===== config.mk =====
export PLATFORM = sky130hd
export DESIGN_NAME = dcls_ctrl_flat
export DESIGN_NICKNAME = d
export VERILOG_FILES = /design/src/verilog/dcls_pkg.sv /design/src/verilog/dcls_phy_if.sv /design/src/verilog/dcls_ctrl.sv /design/src/flat_wrapper.sv
export SDC_FILE = /design/constraint.sdc
export NUM_CORES = 1
export LEC_CHECK = 0
export BUFFER_PORTS_ARGS = -buffer_cell sky130_fd_sc_hd__buf_2
export CAP_MARGIN = 20
export CORE_AREA = 10 10 167 169
export CTS_CLUSTER_DIAMETER = 30
export DETAILED_ROUTE_END_ITERATION = 8
export DIE_AREA = 0 0 177 179
export PLACE_DENSITY = 0.72
export REMOVE_ABC_BUFFERS = 1
export SLEW_MARGIN = 20
export SYNTH_ARGS = -nofsm -noshare
export SYNTH_HDL_FRONTEND = slang
export SYNTH_SLANG_ARGS = --single-unit

===== constraint.sdc =====
create_clock -name mclk_in -period 3.2 [get_ports mclk_in]
set_clock_uncertainty 0.1 [all_clocks]
set_input_delay 0.64 -clock mclk_in [delete_from_list [all_inputs] [get_ports mclk_in]]
set_output_delay 0.64 -clock mclk_in [all_outputs]
set_load 0.01 [all_outputs]

===== src/verilog/dcls_pkg.sv =====
// Package with constants and types shared by both ends of the sequencer link
package dcls_pkg;

   // ----------------------------------------------------------------
   // Widths
   // ----------------------------------------------------------------
   localparam int DCLS_ADDR_W = 24;
   localparam int DCLS_DATA_W = 32;
   localparam int DCLS_SIZE_W = 3;
   localparam int DCLS_COL_LOCAL_W = 8;
   localparam int DCLS_ROW_W = 14;
   localparam int DCLS_BANK_W = 2;
   localparam int DCLS_MCOL_W = 10;
   localparam int DCLS_QDEPTH = 4;
   localparam int DCLS_QIDX_W = 2;
   localparam int DCLS_QCNT_W = 3;

   // ----------------------------------------------------------------
   // Address mapping and timing constants
   // ----------------------------------------------------------------
   localparam int DCLS_COL_SHIFT = 2;
   localparam int DCLS_ROW_LSB = DCLS_COL_LOCAL_W;
   localparam int DCLS_BANK_LSB = DCLS_COL_LOCAL_W + DCLS_ROW_W;
   localparam int DCLS_ECC_MAX = 3;
   localparam logic [1:0] DCLS_ECC_OFF = 2'h0;
   localparam logic [1:0] DCLS_ECC_ONE = 2'h1;
   localparam logic [1:0] DCLS_ECC_THREE = 2'h3;
   localparam logic [DCLS_QCNT_W-1:0] DCLS_QCNT_ZERO = 3'h0;
   localparam logic [DCLS_QCNT_W-1:0] DCLS_QCNT_FULL = 3'h4;
   localparam logic [DCLS_SIZE_W-1:0] DCLS_SIZE_ZERO = 3'h0;
   localparam logic [DCLS_SIZE_W-1:0] DCLS_SIZE_ONE = 3'h1;
   localparam logic [DCLS_SIZE_W-1:0] DCLS_PHY_RD_LAT = 3'h4;

   // ----------------------------------------------------------------
   // Types
   // ----------------------------------------------------------------
   typedef enum logic [1:0] {
      DCLS_CMD_NOP,
      DCLS_CMD_WR,
      DCLS_CMD_RD
   } dcls_cmd_t;

   typedef struct packed {
      logic is_wr;
      logic [DCLS_SIZE_W-1:0] size;
      logic [DCLS_ADDR_W-1:0] addr;
   } dcls_req_t;

endpackage


===== src/verilog/dcls_phy_if.sv =====
// Interface joining the controller end and the PHY end
`timescale 1ns/100ps
interface dcls_phy_if;
   import dcls_pkg::*;
   dcls_cmd_t cmd;
   logic [DCLS_ROW_W-1:0] row;
   logic [DCLS_MCOL_W-1:0] col;
   logic [DCLS_BANK_W-1:0] bank;
   logic [DCLS_SIZE_W-1:0] burst;
   logic wdata_valid;
   logic [DCLS_DATA_W-1:0] wdata;
   logic [3:0] wmask;
   logic dqs_burst;
   logic doing_rd;
   logic rdata_valid;
   logic [DCLS_DATA_W-1:0] rdata;

   modport ctrl (
      output cmd, row, col, bank, burst, wdata_valid, wdata, wmask,
      output dqs_burst, doing_rd,
      input rdata_valid, rdata
   );
   modport phy (
      input cmd, row, col, bank, burst, wdata_valid, wdata, wmask,
      input dqs_burst, doing_rd,
      output rdata_valid, rdata
   );
endinterface


===== src/verilog/dcls_ctrl.sv =====
// Controller end: local request port toward user, command/data toward PHY
//
// How it works
// - Accept requests until queue full, then drop ready
// - User starts transfer with strobe, size, address
// - User holds request while ready is low
// - Strobe and ready high means accepted
// - Memory column is local column shifted left two
// - Each accepted request becomes a PHY command
// - Write-valid marks cycles carrying write data, masks
// - Strobe-burst framing sets PHY write strobe timing
// - PHY sends command then write data, strobe
// - Read window lasts the expected read burst
// - PHY captures only inside the read window
// - PHY flags each valid resynchronised read word
// - Local read valid marks each returned word
// - Without ECC read data passes with no delay
// - With ECC read data delayed one or three
`timescale 1ns/100ps
module dcls_ctrl #(
   parameter logic [1:0] ECC_MODE = 2'h0
) (
   input wire logic mclk_in,
   input wire logic resetn_in,
   input wire logic ce_in,
   input wire logic write_req_in,
   input wire logic read_req_in,
   input wire logic [dcls_pkg::DCLS_SIZE_W-1:0] size_in,
   input wire logic [dcls_pkg::DCLS_ADDR_W-1:0] addr_in,
   input wire logic [dcls_pkg::DCLS_DATA_W-1:0] wdata_in,
   output logic ready_out,
   output logic rdata_valid_out,
   output logic [dcls_pkg::DCLS_DATA_W-1:0] rdata_out,
   dcls_phy_if.ctrl phy
);
   import dcls_pkg::*;

   // ----------------------------------------------------------------
   // Helpers
   // ----------------------------------------------------------------
   // Last beat of a burst; write and read phases end on the same count
   function automatic logic dcls_last_beat(
      input logic [DCLS_SIZE_W-1:0] left
   );
      return left == DCLS_SIZE_ONE;
   endfunction

   // ----------------------------------------------------------------
   // Command queue
   // ----------------------------------------------------------------
   typedef enum {
      IDLE,
      WRITE,
      READ
   } dcls_state_t;

   dcls_req_t queue [DCLS_QDEPTH];
   logic [DCLS_DATA_W-1:0] wq [DCLS_QDEPTH];
   logic [DCLS_QIDX_W-1:0] wr_ptr;
   logic [DCLS_QIDX_W-1:0] rd_ptr;
   logic [DCLS_QCNT_W-1:0] count;
   logic accept;
   logic pop;
   dcls_state_t state;
   logic [DCLS_SIZE_W-1:0] beats;
   dcls_req_t head;
   logic [DCLS_QCNT_W-1:0] next_count;

   // Request taken when strobe meets ready
   assign accept = ce_in && ready_out && (write_req_in || read_req_in);
   assign head = queue[rd_ptr];
   // Pop only from idle so commands leave strictly in arrival order
   assign pop = ce_in && state == IDLE && count != DCLS_QCNT_ZERO;
   assign next_count = count + DCLS_QCNT_W'(accept) - DCLS_QCNT_W'(pop);

   // Queue storage; in-order issue keeps a read behind an older write
   always_ff @(posedge mclk_in) begin
      if (accept) begin
         queue[wr_ptr] <= '{write_req_in, size_in, addr_in};
         wq[wr_ptr] <= wdata_in;
      end
   end

   // Pointers and fill level
   always_ff @(posedge mclk_in or negedge resetn_in) begin
      if (!resetn_in) begin
         wr_ptr <= '0;
         rd_ptr <= '0;
         count <= DCLS_QCNT_ZERO;
      end else if (ce_in) begin
         if (accept) wr_ptr <= wr_ptr + 1'b1;
         if (pop) rd_ptr <= rd_ptr + 1'b1;
         count <= next_count;
      end
   end

   // Ready registered from next fill level, drops as queue fills
   // Built from the next level so the entry that fills it closes the door
   always_ff @(posedge mclk_in or negedge resetn_in) begin
      if (!resetn_in) begin
         ready_out <= 1'b0;
      end else if (ce_in) begin
         ready_out <= next_count != DCLS_QCNT_FULL;
      end
   end

   // ----------------------------------------------------------------
   // Issue sequencer
   // ----------------------------------------------------------------
   // Limitation: one command in flight, so a long burst stalls the head;
   // strict order is what keeps a read behind an older write
   // Command, address mapping and data framing toward the PHY
   always_ff @(posedge mclk_in or negedge resetn_in) begin
      if (!resetn_in) begin
         state <= IDLE;
         beats <= DCLS_SIZE_ZERO;
         phy.cmd <= DCLS_CMD_NOP;
         phy.row <= '0;
         phy.col <= '0;
         phy.bank <= '0;
         phy.burst <= DCLS_SIZE_ZERO;
         phy.wdata_valid <= 1'b0;
         phy.wdata <= '0;
         phy.wmask <= '0;
         phy.dqs_burst <= 1'b0;
         phy.doing_rd <= 1'b0;
      end else if (ce_in) begin
         phy.cmd <= DCLS_CMD_NOP;
         phy.wdata_valid <= 1'b0;
         phy.dqs_burst <= 1'b0;
         phy.doing_rd <= 1'b0;
         unique case (state)
            IDLE: begin
               if (pop) begin
                  phy.cmd <= head.is_wr ? DCLS_CMD_WR : DCLS_CMD_RD;
                  phy.col <= DCLS_MCOL_W'(head.addr[DCLS_COL_LOCAL_W-1:0])
                     << DCLS_COL_SHIFT;
                  // Row and bank come from the upper local bits
                  phy.row <= head.addr[DCLS_ROW_LSB +: DCLS_ROW_W];
                  phy.bank <= head.addr[DCLS_BANK_LSB +: DCLS_BANK_W];
                  phy.burst <= head.size;
                  beats <= head.size;
                  phy.wdata <= wq[rd_ptr];
                  // Size zero issues a command with no data phase
                  if (head.size != DCLS_SIZE_ZERO)
                     state <= head.is_wr ? WRITE : READ;
               end
            end
            WRITE: begin
               // Same stored word repeats for every beat of the burst
               phy.wdata_valid <= 1'b1;
               phy.wmask <= '1;
               phy.dqs_burst <= 1'b1;
               beats <= beats - 1'b1;
               if (dcls_last_beat(beats)) state <= IDLE;
            end
            READ: begin
               // One window cycle per expected read word
               phy.doing_rd <= 1'b1;
               beats <= beats - 1'b1;
               if (dcls_last_beat(beats)) state <= IDLE;
            end
         endcase
      end
   end

   // ----------------------------------------------------------------
   // Read return with optional ECC latency
   // ----------------------------------------------------------------
   logic vpipe [DCLS_ECC_MAX];
   logic [DCLS_DATA_W-1:0] dpipe [DCLS_ECC_MAX];

   // First stage takes the PHY word; taps picked by ECC_MODE below,
   // trading read latency for room to check and correct the word
   always_ff @(posedge mclk_in or negedge resetn_in) begin
      if (!resetn_in) begin
         vpipe[0] <= 1'b0;
         dpipe[0] <= '0;
      end else if (ce_in) begin
         vpipe[0] <= phy.rdata_valid;
         dpipe[0] <= phy.rdata;
      end
   end

   // Later stages each copy the one before; valid travels with data
   for (genvar g = 1; g < DCLS_ECC_MAX; g++) begin : gen_stage
      always_ff @(posedge mclk_in or negedge resetn_in) begin
         if (!resetn_in) begin
            vpipe[g] <= 1'b0;
            dpipe[g] <= '0;
         end else if (ce_in) begin
            vpipe[g] <= vpipe[g-1];
            dpipe[g] <= dpipe[g-1];
         end
      end
   end

   // Local return; no-ECC path is combinational from PHY read data
   // Zero-latency path is not registered; timing runs through PHY flops
   always_comb begin
      rdata_valid_out = phy.rdata_valid;
      rdata_out = phy.rdata;
      if (ECC_MODE == DCLS_ECC_ONE) begin
         rdata_valid_out = vpipe[0];
         rdata_out = dpipe[0];
      end else if (ECC_MODE == DCLS_ECC_THREE) begin
         rdata_valid_out = vpipe[DCLS_ECC_MAX-1];
         rdata_out = dpipe[DCLS_ECC_MAX-1];
      end
   end

endmodule


===== src/flat_wrapper.sv =====
// flat-port wrapper written by rule: the top's interface ports become plain ports
module dcls_ctrl_flat import dcls_pkg::*;
#(
   parameter logic [1:0] ECC_MODE = 2'h0
)
  (mclk_in, resetn_in, ce_in, write_req_in, read_req_in, size_in, addr_in, wdata_in, ready_out, rdata_valid_out, rdata_out, phy_cmd, phy_row, phy_col, phy_bank, phy_burst, phy_wdata_valid, phy_wdata, phy_wmask, phy_dqs_burst, phy_doing_rd, phy_rdata_valid, phy_rdata);
  dcls_phy_if phy_i ();
  input wire logic mclk_in;
  input wire logic resetn_in;
  input wire logic ce_in;
  input wire logic write_req_in;
  input wire logic read_req_in;
  input wire logic [dcls_pkg::DCLS_SIZE_W-1:0] size_in;
  input wire logic [dcls_pkg::DCLS_ADDR_W-1:0] addr_in;
  input wire logic [dcls_pkg::DCLS_DATA_W-1:0] wdata_in;
  output logic ready_out;
  output logic rdata_valid_out;
  output logic [dcls_pkg::DCLS_DATA_W-1:0] rdata_out;
  output wire logic [$bits(phy_i.cmd)-1:0] phy_cmd;
  output wire logic [$bits(phy_i.row)-1:0] phy_row;
  output wire logic [$bits(phy_i.col)-1:0] phy_col;
  output wire logic [$bits(phy_i.bank)-1:0] phy_bank;
  output wire logic [$bits(phy_i.burst)-1:0] phy_burst;
  output wire logic [$bits(phy_i.wdata_valid)-1:0] phy_wdata_valid;
  output wire logic [$bits(phy_i.wdata)-1:0] phy_wdata;
  output wire logic [$bits(phy_i.wmask)-1:0] phy_wmask;
  output wire logic [$bits(phy_i.dqs_burst)-1:0] phy_dqs_burst;
  output wire logic [$bits(phy_i.doing_rd)-1:0] phy_doing_rd;
  input wire logic [$bits(phy_i.rdata_valid)-1:0] phy_rdata_valid;
  input wire logic [$bits(phy_i.rdata)-1:0] phy_rdata;
  assign phy_cmd = phy_i.cmd;
  assign phy_row = phy_i.row;
  assign phy_col = phy_i.col;
  assign phy_bank = phy_i.bank;
  assign phy_burst = phy_i.burst;
  assign phy_wdata_valid = phy_i.wdata_valid;
  assign phy_wdata = phy_i.wdata;
  assign phy_wmask = phy_i.wmask;
  assign phy_dqs_burst = phy_i.dqs_burst;
  assign phy_doing_rd = phy_i.doing_rd;
  assign phy_i.rdata_valid = phy_rdata_valid;
  assign phy_i.rdata = phy_rdata;
  dcls_ctrl #(.ECC_MODE(ECC_MODE)) u_core (.mclk_in(mclk_in), .resetn_in(resetn_in), .ce_in(ce_in), .write_req_in(write_req_in), .read_req_in(read_req_in), .size_in(size_in), .addr_in(addr_in), .wdata_in(wdata_in), .ready_out(ready_out), .rdata_valid_out(rdata_valid_out), .rdata_out(rdata_out), .phy(phy_i));
endmodule

==> results of run 1 <==
==> routing by layer <==
| layer | vias to the layer above | wire length (um) | track usage [%] |
|---|---|---|---|
| met5 | - | 16 | 0.320 |
| met1 | 3103 | 10100 | 19.9 |
| li1 | 2838 | - | - |
| met2 | 206 | 11900 | 25.5 |
| met4 | 4 | 550 | 5.53 |
| met3 | 51 | 2140 | 5.73 |
==> area by class of cell <==
type / instances / area (um2)
Antenna cell: 3 / 7.51
Clock buffer: 67 / 1490
Clock inverter: 37 / 447
Fill cell: 1775 / 9800
Inverter: 14 / 52.6
Multi-Input combinational cell: 300 / 2550
Sequential cell: 317 / 9140
Tap cell: 330 / 413
Timing Repair Buffer: 148 / 846
==> sequential cells by signal (all words and copies together) (netlist names), 2 cells and up <==
name and cells:
u_core.phy.bank 2, u_core.phy.col 8, u_core.phy.row 14, u_core.wq 128, u_core.wr_ptr 2, u_core.phy.wdata 32
u_core.queue 112, u_core.count 3, u_core.beats 3, u_core.rd_ptr 2, u_core.state 2, u_core.phy.cmd 2
u_core.phy.burst 3
==> synthesized netlist by cell type, drive strengths merged <==
library cell,number
clkbuf,14
nand2b,1
or4,1
or4b,1
a22o,1
o21ai,9
dfrtp,77
or3,1
o211a,1
buf,54
a211oi,2
nand3,1
nand2,185
mux2i,2
nor2b,1
nor4,1
mux4,60
nor2,1
conb,1
xnor2,6
inv,14
edfxtp,240
or2,1
a21o,1
o2bb2ai,1
nor3,2
mux2,2
fa,1
a21oi,1
and2,4
ha,11
==> cells in the final DEF, fill, tap and decap left out, drive strengths merged <==
master    synthesis  routed
fa                1       1
clkbuf           14      67
buf              54     148
a21o              1       1
nand2           185     185
conb              1       2
o2bb2ai           1       1
nand3             1       1
or4               1       1
clkinvlp          0       6
nor2              1       1
a211oi            2       2
xnor2             6       6
bufinv            0       8
or4b              1       1
or3               1       1
or2               1       1
inv              14      24
nor2b             1       1
clkinv            0      13
nand2b            1       1
mux2              2       2
nor3              2       2
and2              4       4
mux2i             2       2
ha               11      11
a22o              1       1
edfxtp          240     240
nor4              1       1
o211a             1       1
o21ai             9       9
dfrtp            77      77
diode             0       3
a21oi             1       1
mux4             60      60
==> worst max path at each step <==
stage | slack (ns) | from | to | cells past startpoint
finish | 0.44 | u_core.count[1] | u_core.ready_out | 11
detailed placement | 0.47 | u_core.count[1] | u_core.ready_out | 11
global placement | 0.53 | u_core.count[1] | u_core.ready_out | 11
floorplan | -1.18 | u_core.count[1] | u_core.ready_out | 11
CTS | 0.44 | u_core.count[1] | u_core.ready_out | 11
global route | 0.30 | u_core.count[1] | u_core.ready_out | 11
==> stage by stage <==
step,instances,utilization (%),setup TNS [ns],instance area (um2)
after CTS,1213,60.4,0,14900
after global routing,1213,60.4,0,14900
after detailed placement,1109,52.5,0,13000
after floorplan,631,-,-22.13,11700
final,1216,60.4,0,14900
after global placement,1109,52.5,0,13000
==> worst max-delay path: cells and delay by family (launching register included) <==
| kind | cells | cell delay (ns) |
|---|---|---|
| flip-flops | 1 | 0.39 |
| adder cells (fa/ha/maj) | 3 | 0.89 |
| XOR/XNOR | 2 | 0.36 |
| AND/OR/NAND/NOR | 3 | 0.74 |
| buffers and inverters | 2 | 0.08 |
| AO/OA/AOI/OAI | 1 | 0.09 |
==> power groups by stage <==
stage          registers [mW]  logic, mW  clock network [mW]
2_1_floorplan            6.20       2.01                   0
6_report                 5.88       3.44                5.96
3_3_place_gp             5.93       3.46                   0
4_1_cts                  5.90       3.54                6.06
5_1_grt                  5.99       3.83                6.26
3_5_place_dp             5.96       3.50                   0
==> logic make-up after synthesis <==
| family | after synthesis | synth area share, % |
|---|---|---|
| buf+inv | 82 | 4.00 |
| fa+ha+maj | 12 | 1.30 |
| flops | 317 | 75.2 |
| mux | 64 | 11.5 |
| simple gates | 200 | 6.61 |
| xor+xnor | 6 | 0.433 |
| compound gates | 16 | 0.917 |
| other cells | 1 | 0.0309 |
==> out/metrics.csv, run 1 <==
stage,metric,value,unit
power_and_ir_drop,Leakage,5.88,nW
power_and_ir_drop,total power,15.3,mW
timing,highest clock rate,363,MHz
run_status,outcome,"complete, but fails checks",
floorplanning,initial core utilization,49.1,%
synth,post-synth cell types,36,
clock_network,Post-CTS Hold Fix Bufs,0,
synth,Post-Synthesis Cells,698,
timing,final hold slack,-0.00432,ns
critical_path,Setup Crit Path Kind,flop to flop,
synth,share of the synthesized area in the top cell type,59.4,%
floorplanning,core area,0.0247,mm2
drt,Vias per Instance,5.10,
floorplanning,DIE AREA,0.0317,mm2
critical_path,critical path capture point type,flop,
global_route,initial antenna violation count,5,
clock_network,clock latency on the worst-skew pair,0.54,ns
timing,Slew Limit Fails,0,
synth,"area leader, netlist",edfxtp_1,
synth,Area contributors post-synth,"edfxtp_1 59%, dfrtp_1 16%, mux4_2 11%, nand2_1 5.7%, buf_4 2.6%",
timing,worst setup margin,0.442,ns
power_and_ir_drop,clock power share,39.0,%
placement,HPWL Detailed,15200,um
synth,sequential fraction of the synthesis area,75.2,%
floorplanning,row count,58,
global_route,GRT Util Overall,16.0,%
power_and_ir_drop,PwrDens,1020,mW/mm2
power_and_ir_drop,Int Pwr,11.0,mW
synth,Mapped Area,0.0121,mm2
placement,PortBufs,132,
cells_and_area,fin nets,946,
critical_path,Reg2Reg Setup Slack,0.44,ns
drt,DRC,0,
timing,Rel. slew slack,48.9,%
synth,"flops & latches, synth",317,
floorplanning,I/O pin count,201,
critical_path,Worst Path Arrival,3.07,ns
timing,Tmin final,2.76,ns
timing,Final Hold Vio Count,3,
global_route,GR Overflow Total,0,
global_route,vias in the first global route,6820,
synth,mean cell area of the mapped netlist,17.4,um2
clock_network,clock sinks,317,
drt,TritonRoute pass-1 iters,4,
timing,actual slew at the worst max-slew pin,0.766,ns
timing,# setup viols final,0,
timing,RSZ-0062 raised after global routing,no,
timing,crit share post-route,86.2,%
floorplanning,die width,177,um
cells_and_area,Synth-to-Final Area Change,23.1,%
power_and_ir_drop,Logic pwr share,22.5,%
run_status,violated checks,hold timing,
drt,Final ANT Viol Nets,0,
critical_path,critical path required time,3.51,ns
critical_path,CP startpoint kind,flop,
placement,pre-CTS WS,0.466,ns
critical_path,R2R Path Start,u_core.count[1],
synth,YS warnings,0,
power_and_ir_drop,sw power,4.32,mW
drt,initial drt markers,426,
clock_network,Clock Root Buffer,clkbuf_16,
placement,placer congestion estimate,0.746,
clock_network,total CTS buffers,56,
clock_network,post-CTS setup buffers,0,
power_and_ir_drop,sequential share of power,38.5,%
clock_network,clock slew at reported path FFs,0.05,ns
flow_run,# Max-Cap Violations,0,
clock_network,TritonCTS clock tree,done,
global_route,pin count of the biggest net entering global routing,62,
clock_network,Clock Path Buffers,3,
drt,final WL,24700,um
clock_network,post_cts resized,0,
cells_and_area,share of layout cells above drive strength 1,35.4,%
critical_path,Worst path max stage delay,0.47,ns
critical_path,FF-to-FF path depth,11,
critical_path,FF-to-FF End,u_core.ready_out,
power_and_ir_drop,Net Sw Frac,28.3,%
global_route,first-pass GRT wire length,38900,um
critical_path,critical path peak fanout,3,
drt,DR WL/cell,20.3,um
floorplanning,DIE HEIGHT,179,um
drt,DR vias,6202,
min_path,hold crit path type,input pin to asynchronous set/reset pin,
critical_path,Slowest cell on crit path,or3_1,
clock_network,H-tree levels,2,
critical_path,critical-path cell list,"or3_1, nand3_4, inv_2, ha_1, inv_1, ha_1, fa_1, xnor2_1, xnor2_1, nor3_1, a21oi_1",
power_and_ir_drop,maximum vdd drop,0.520,mV
(Power assumes the default switching activity.)
==> inputs of run 2 (changes only) <==
--- a/config.mk
+++ b/config.mk
@@ -7,13 +7,14 @@
 export LEC_CHECK = 0
 export BUFFER_PORTS_ARGS = -buffer_cell sky130_fd_sc_hd__buf_2
 export CAP_MARGIN = 20
-export CORE_AREA = 10 10 167 169
+export CORE_AREA = 10 10 159 161
 export CTS_CLUSTER_DIAMETER = 30
 export DETAILED_ROUTE_END_ITERATION = 8
-export DIE_AREA = 0 0 177 179
-export PLACE_DENSITY = 0.72
+export DIE_AREA = 0 0 169 171
+export PLACE_DENSITY = 0.78
 export REMOVE_ABC_BUFFERS = 1
 export SLEW_MARGIN = 20
 export SYNTH_ARGS = -nofsm -noshare
 export SYNTH_HDL_FRONTEND = slang
 export SYNTH_SLANG_ARGS = --single-unit
+export TNS_END_PERCENT = 10
==> run 2 against run 1 <==
  * The flow now finishes without violations
  * Sequential power is essentially flat
  * Setup slack gained 0.026 ns
  * Critical path depth is the same
  * Critical endpoint unchanged
  * Largest power group is now registers
  * Highest routed layer unchanged
==> out/metrics.csv, run 2 (same netlist as run 1, synthesis figures left out) <==
stage,metric,value,unit
floorplanning,DIE HEIGHT,171,um
min_path,hold crit path type,input pin to asynchronous set/reset pin,
global_route,GR Overflow Total,0,
cells_and_area,fin nets,939,
drt,DRC,0,
power_and_ir_drop,maximum vdd drop,0.480,mV
clock_network,clock sinks,317,
placement,PortBufs,132,
clock_network,clock slew at reported path FFs,0.05,ns
cells_and_area,share of layout cells above drive strength 1,34.6,%
critical_path,CP startpoint kind,flop,
critical_path,Worst path max stage delay,0.47,ns
cells_and_area,most frequent cells in the layout,"240 x edfxtp_1, 185 x nand2_1, 131 x buf_2",
timing,# setup viols final,0,
clock_network,clock latency on the worst-skew pair,0.54,ns
timing,Final Hold Vio Count,0,
floorplanning,DIE AREA,0.0289,mm2
clock_network,Clock Path Buffers,3,
power_and_ir_drop,total power,14.8,mW
critical_path,Worst Path Arrival,3.03,ns
timing,Tmin final,2.73,ns
drt,Vias per Instance,5.45,
placement,placer congestion estimate,0.727,
floorplanning,initial core utilization,54.6,%
timing,Fin Setup TNS,0,ns
floorplanning,core area,0.0222,mm2
cells_and_area,"most common cell after layout, fill and taps aside",edfxtp_1,
run_status,outcome,completed,
global_route,initial antenna violation count,7,
critical_path,critical path required time,3.50,ns
global_route,pin count of the biggest net entering global routing,62,
clock_network,post-CTS setup buffers,0,
cells_and_area,number of flip-flops in the largest register,128,
cells_and_area,Synth-to-Final Area Change,21.0,%
cells_and_area,biggest regs,"u_core.wq (128), u_core.queue (112), u_core.phy.wdata (32)",
floorplanning,die width,169,um
global_route,vias in the first global route,6898,
timing,Rel. slew slack,49.8,%
drt,final WL,26000,um
global_route,first-pass GRT wire length,40700,um
timing,final hold slack,0.0166,ns
cells_and_area,fill count,1477,
drt,initial drt markers,435,
critical_path,critical-path cell list,"or3_1, nand3_4, inv_2, ha_1, inv_1, ha_1, fa_1, xnor2_1, xnor2_1, nor3_1, a21oi_1",
clock_network,post_cts resized,0,
timing,Slew Limit Fails,0,
cells_and_area,Reg with most FFs,u_core.wq,
critical_path,Setup Crit Path Kind,flop to flop,
timing,actual slew at the worst max-slew pin,0.753,ns
floorplanning,I/O pin count,201,
drt,TritonRoute pass-1 iters,5,
drt,Final ANT Viol Nets,0,
timing,RSZ-0062 raised after global routing,no,
clock_network,H-tree levels,2,
placement,HPWL Detailed,15800,um
clock_network,total CTS buffers,51,
clock_network,Clock Root Buffer,clkbuf_16,
clock_network,TritonCTS clock tree,done,
power_and_ir_drop,Leakage,5.76,nW
drt,DR WL/cell,22.4,um
floorplanning,row count,55,
power_and_ir_drop,PwrDens,1010,mW/mm2
timing,highest clock rate,366,MHz
critical_path,critical path capture point type,flop,
flow_run,# Max-Cap Violations,0,
clock_network,Post-CTS Hold Fix Bufs,0,
timing,crit share post-route,85.4,%
critical_path,critical path peak fanout,3,
critical_path,Slowest cell on crit path,or3_1,
global_route,GRT Util Overall,18.1,%
drt,DR vias,6329,
==> run 2: power breakdown <==
| part | internal (mW) | switching (mW) | leakage (nW) |
|---|---|---|---|
| clock | 3.51 | 1.95 | 0.819 |
| combinational | 1.57 | 1.90 | 1.81 |
| sequential | 5.39 | 0.524 | 3.14 |
| total | 10.5 | 4.37 | 5.76 |
==> run 2: area by class of cell <==
cell class,count,area (um2),share of cell area [%]
flip-flops and latches,317,9140,62.2
multi-input cells,300,2550,17.3
clock buffers,60,1330,9.06
repair buffers,146,843,5.74
clock inverters,36,414,2.82
well taps,285,357,2.43
inverters,14,52.6,0.358
diodes,3,7.51,0.0511
==> run 2: per-stage QoR <==
stage          cell area (um2)  worst slack (ns)  std cells  util [%]
2_1_floorplan            11700             -1.18        631         -
3_3_place_gp             12900             0.535       1062      58.2
3_5_place_dp             12900             0.458       1062      58.2
4_1_cts                  14700             0.443       1158      66.1
5_1_grt                  14700             0.249       1158      66.1
6_report                 14700             0.468       1161      66.1
==> run 2: critical path: cells and delay by family, from the launching register on <==
family / cells / cell delay (ns)
simple gates: 3 / 0.75
compound gates: 1 / 0.09
xor+xnor: 2 / 0.34
fa+ha+maj: 3 / 0.85
flops: 1 / 0.39
buf+inv: 2 / 0.08
==> run 2: final timing paths <==
path                                        to  slack, ns                 from  cells after the start
max                           u_core.ready_out       0.47      u_core.count[1]                     11
min                            u_core.state[1]       0.02            resetn_in                      1
max reg2reg                   u_core.ready_out       0.47      u_core.count[1]                     11
min reg2reg                u_core.phy.burst[0]       0.36  u_core.phy.burst[0]                      2
max in group asynchronous    u_core.phy.row[2]       2.36            resetn_in                      2
min in group mclk_in       u_core.queue[2][11]       0.21          addr_in[11]                      1
==> run 2: layer usage <==
| layer | track usage, % | share of wire, % | vias to the layer above | routed length [um] |
|---|---|---|---|---|
| li1 | - | - | 2808 | - |
| met1 | 24.4 | 42 | 3211 | 11000 |
| met2 | 26.8 | 46 | 258 | 12000 |
| met3 | 7.48 | 10 | 42 | 2600 |
| met4 | 5.03 | 1.4 | 10 | 364 |
| met5 | 0 | 0.24 | - | 62 |
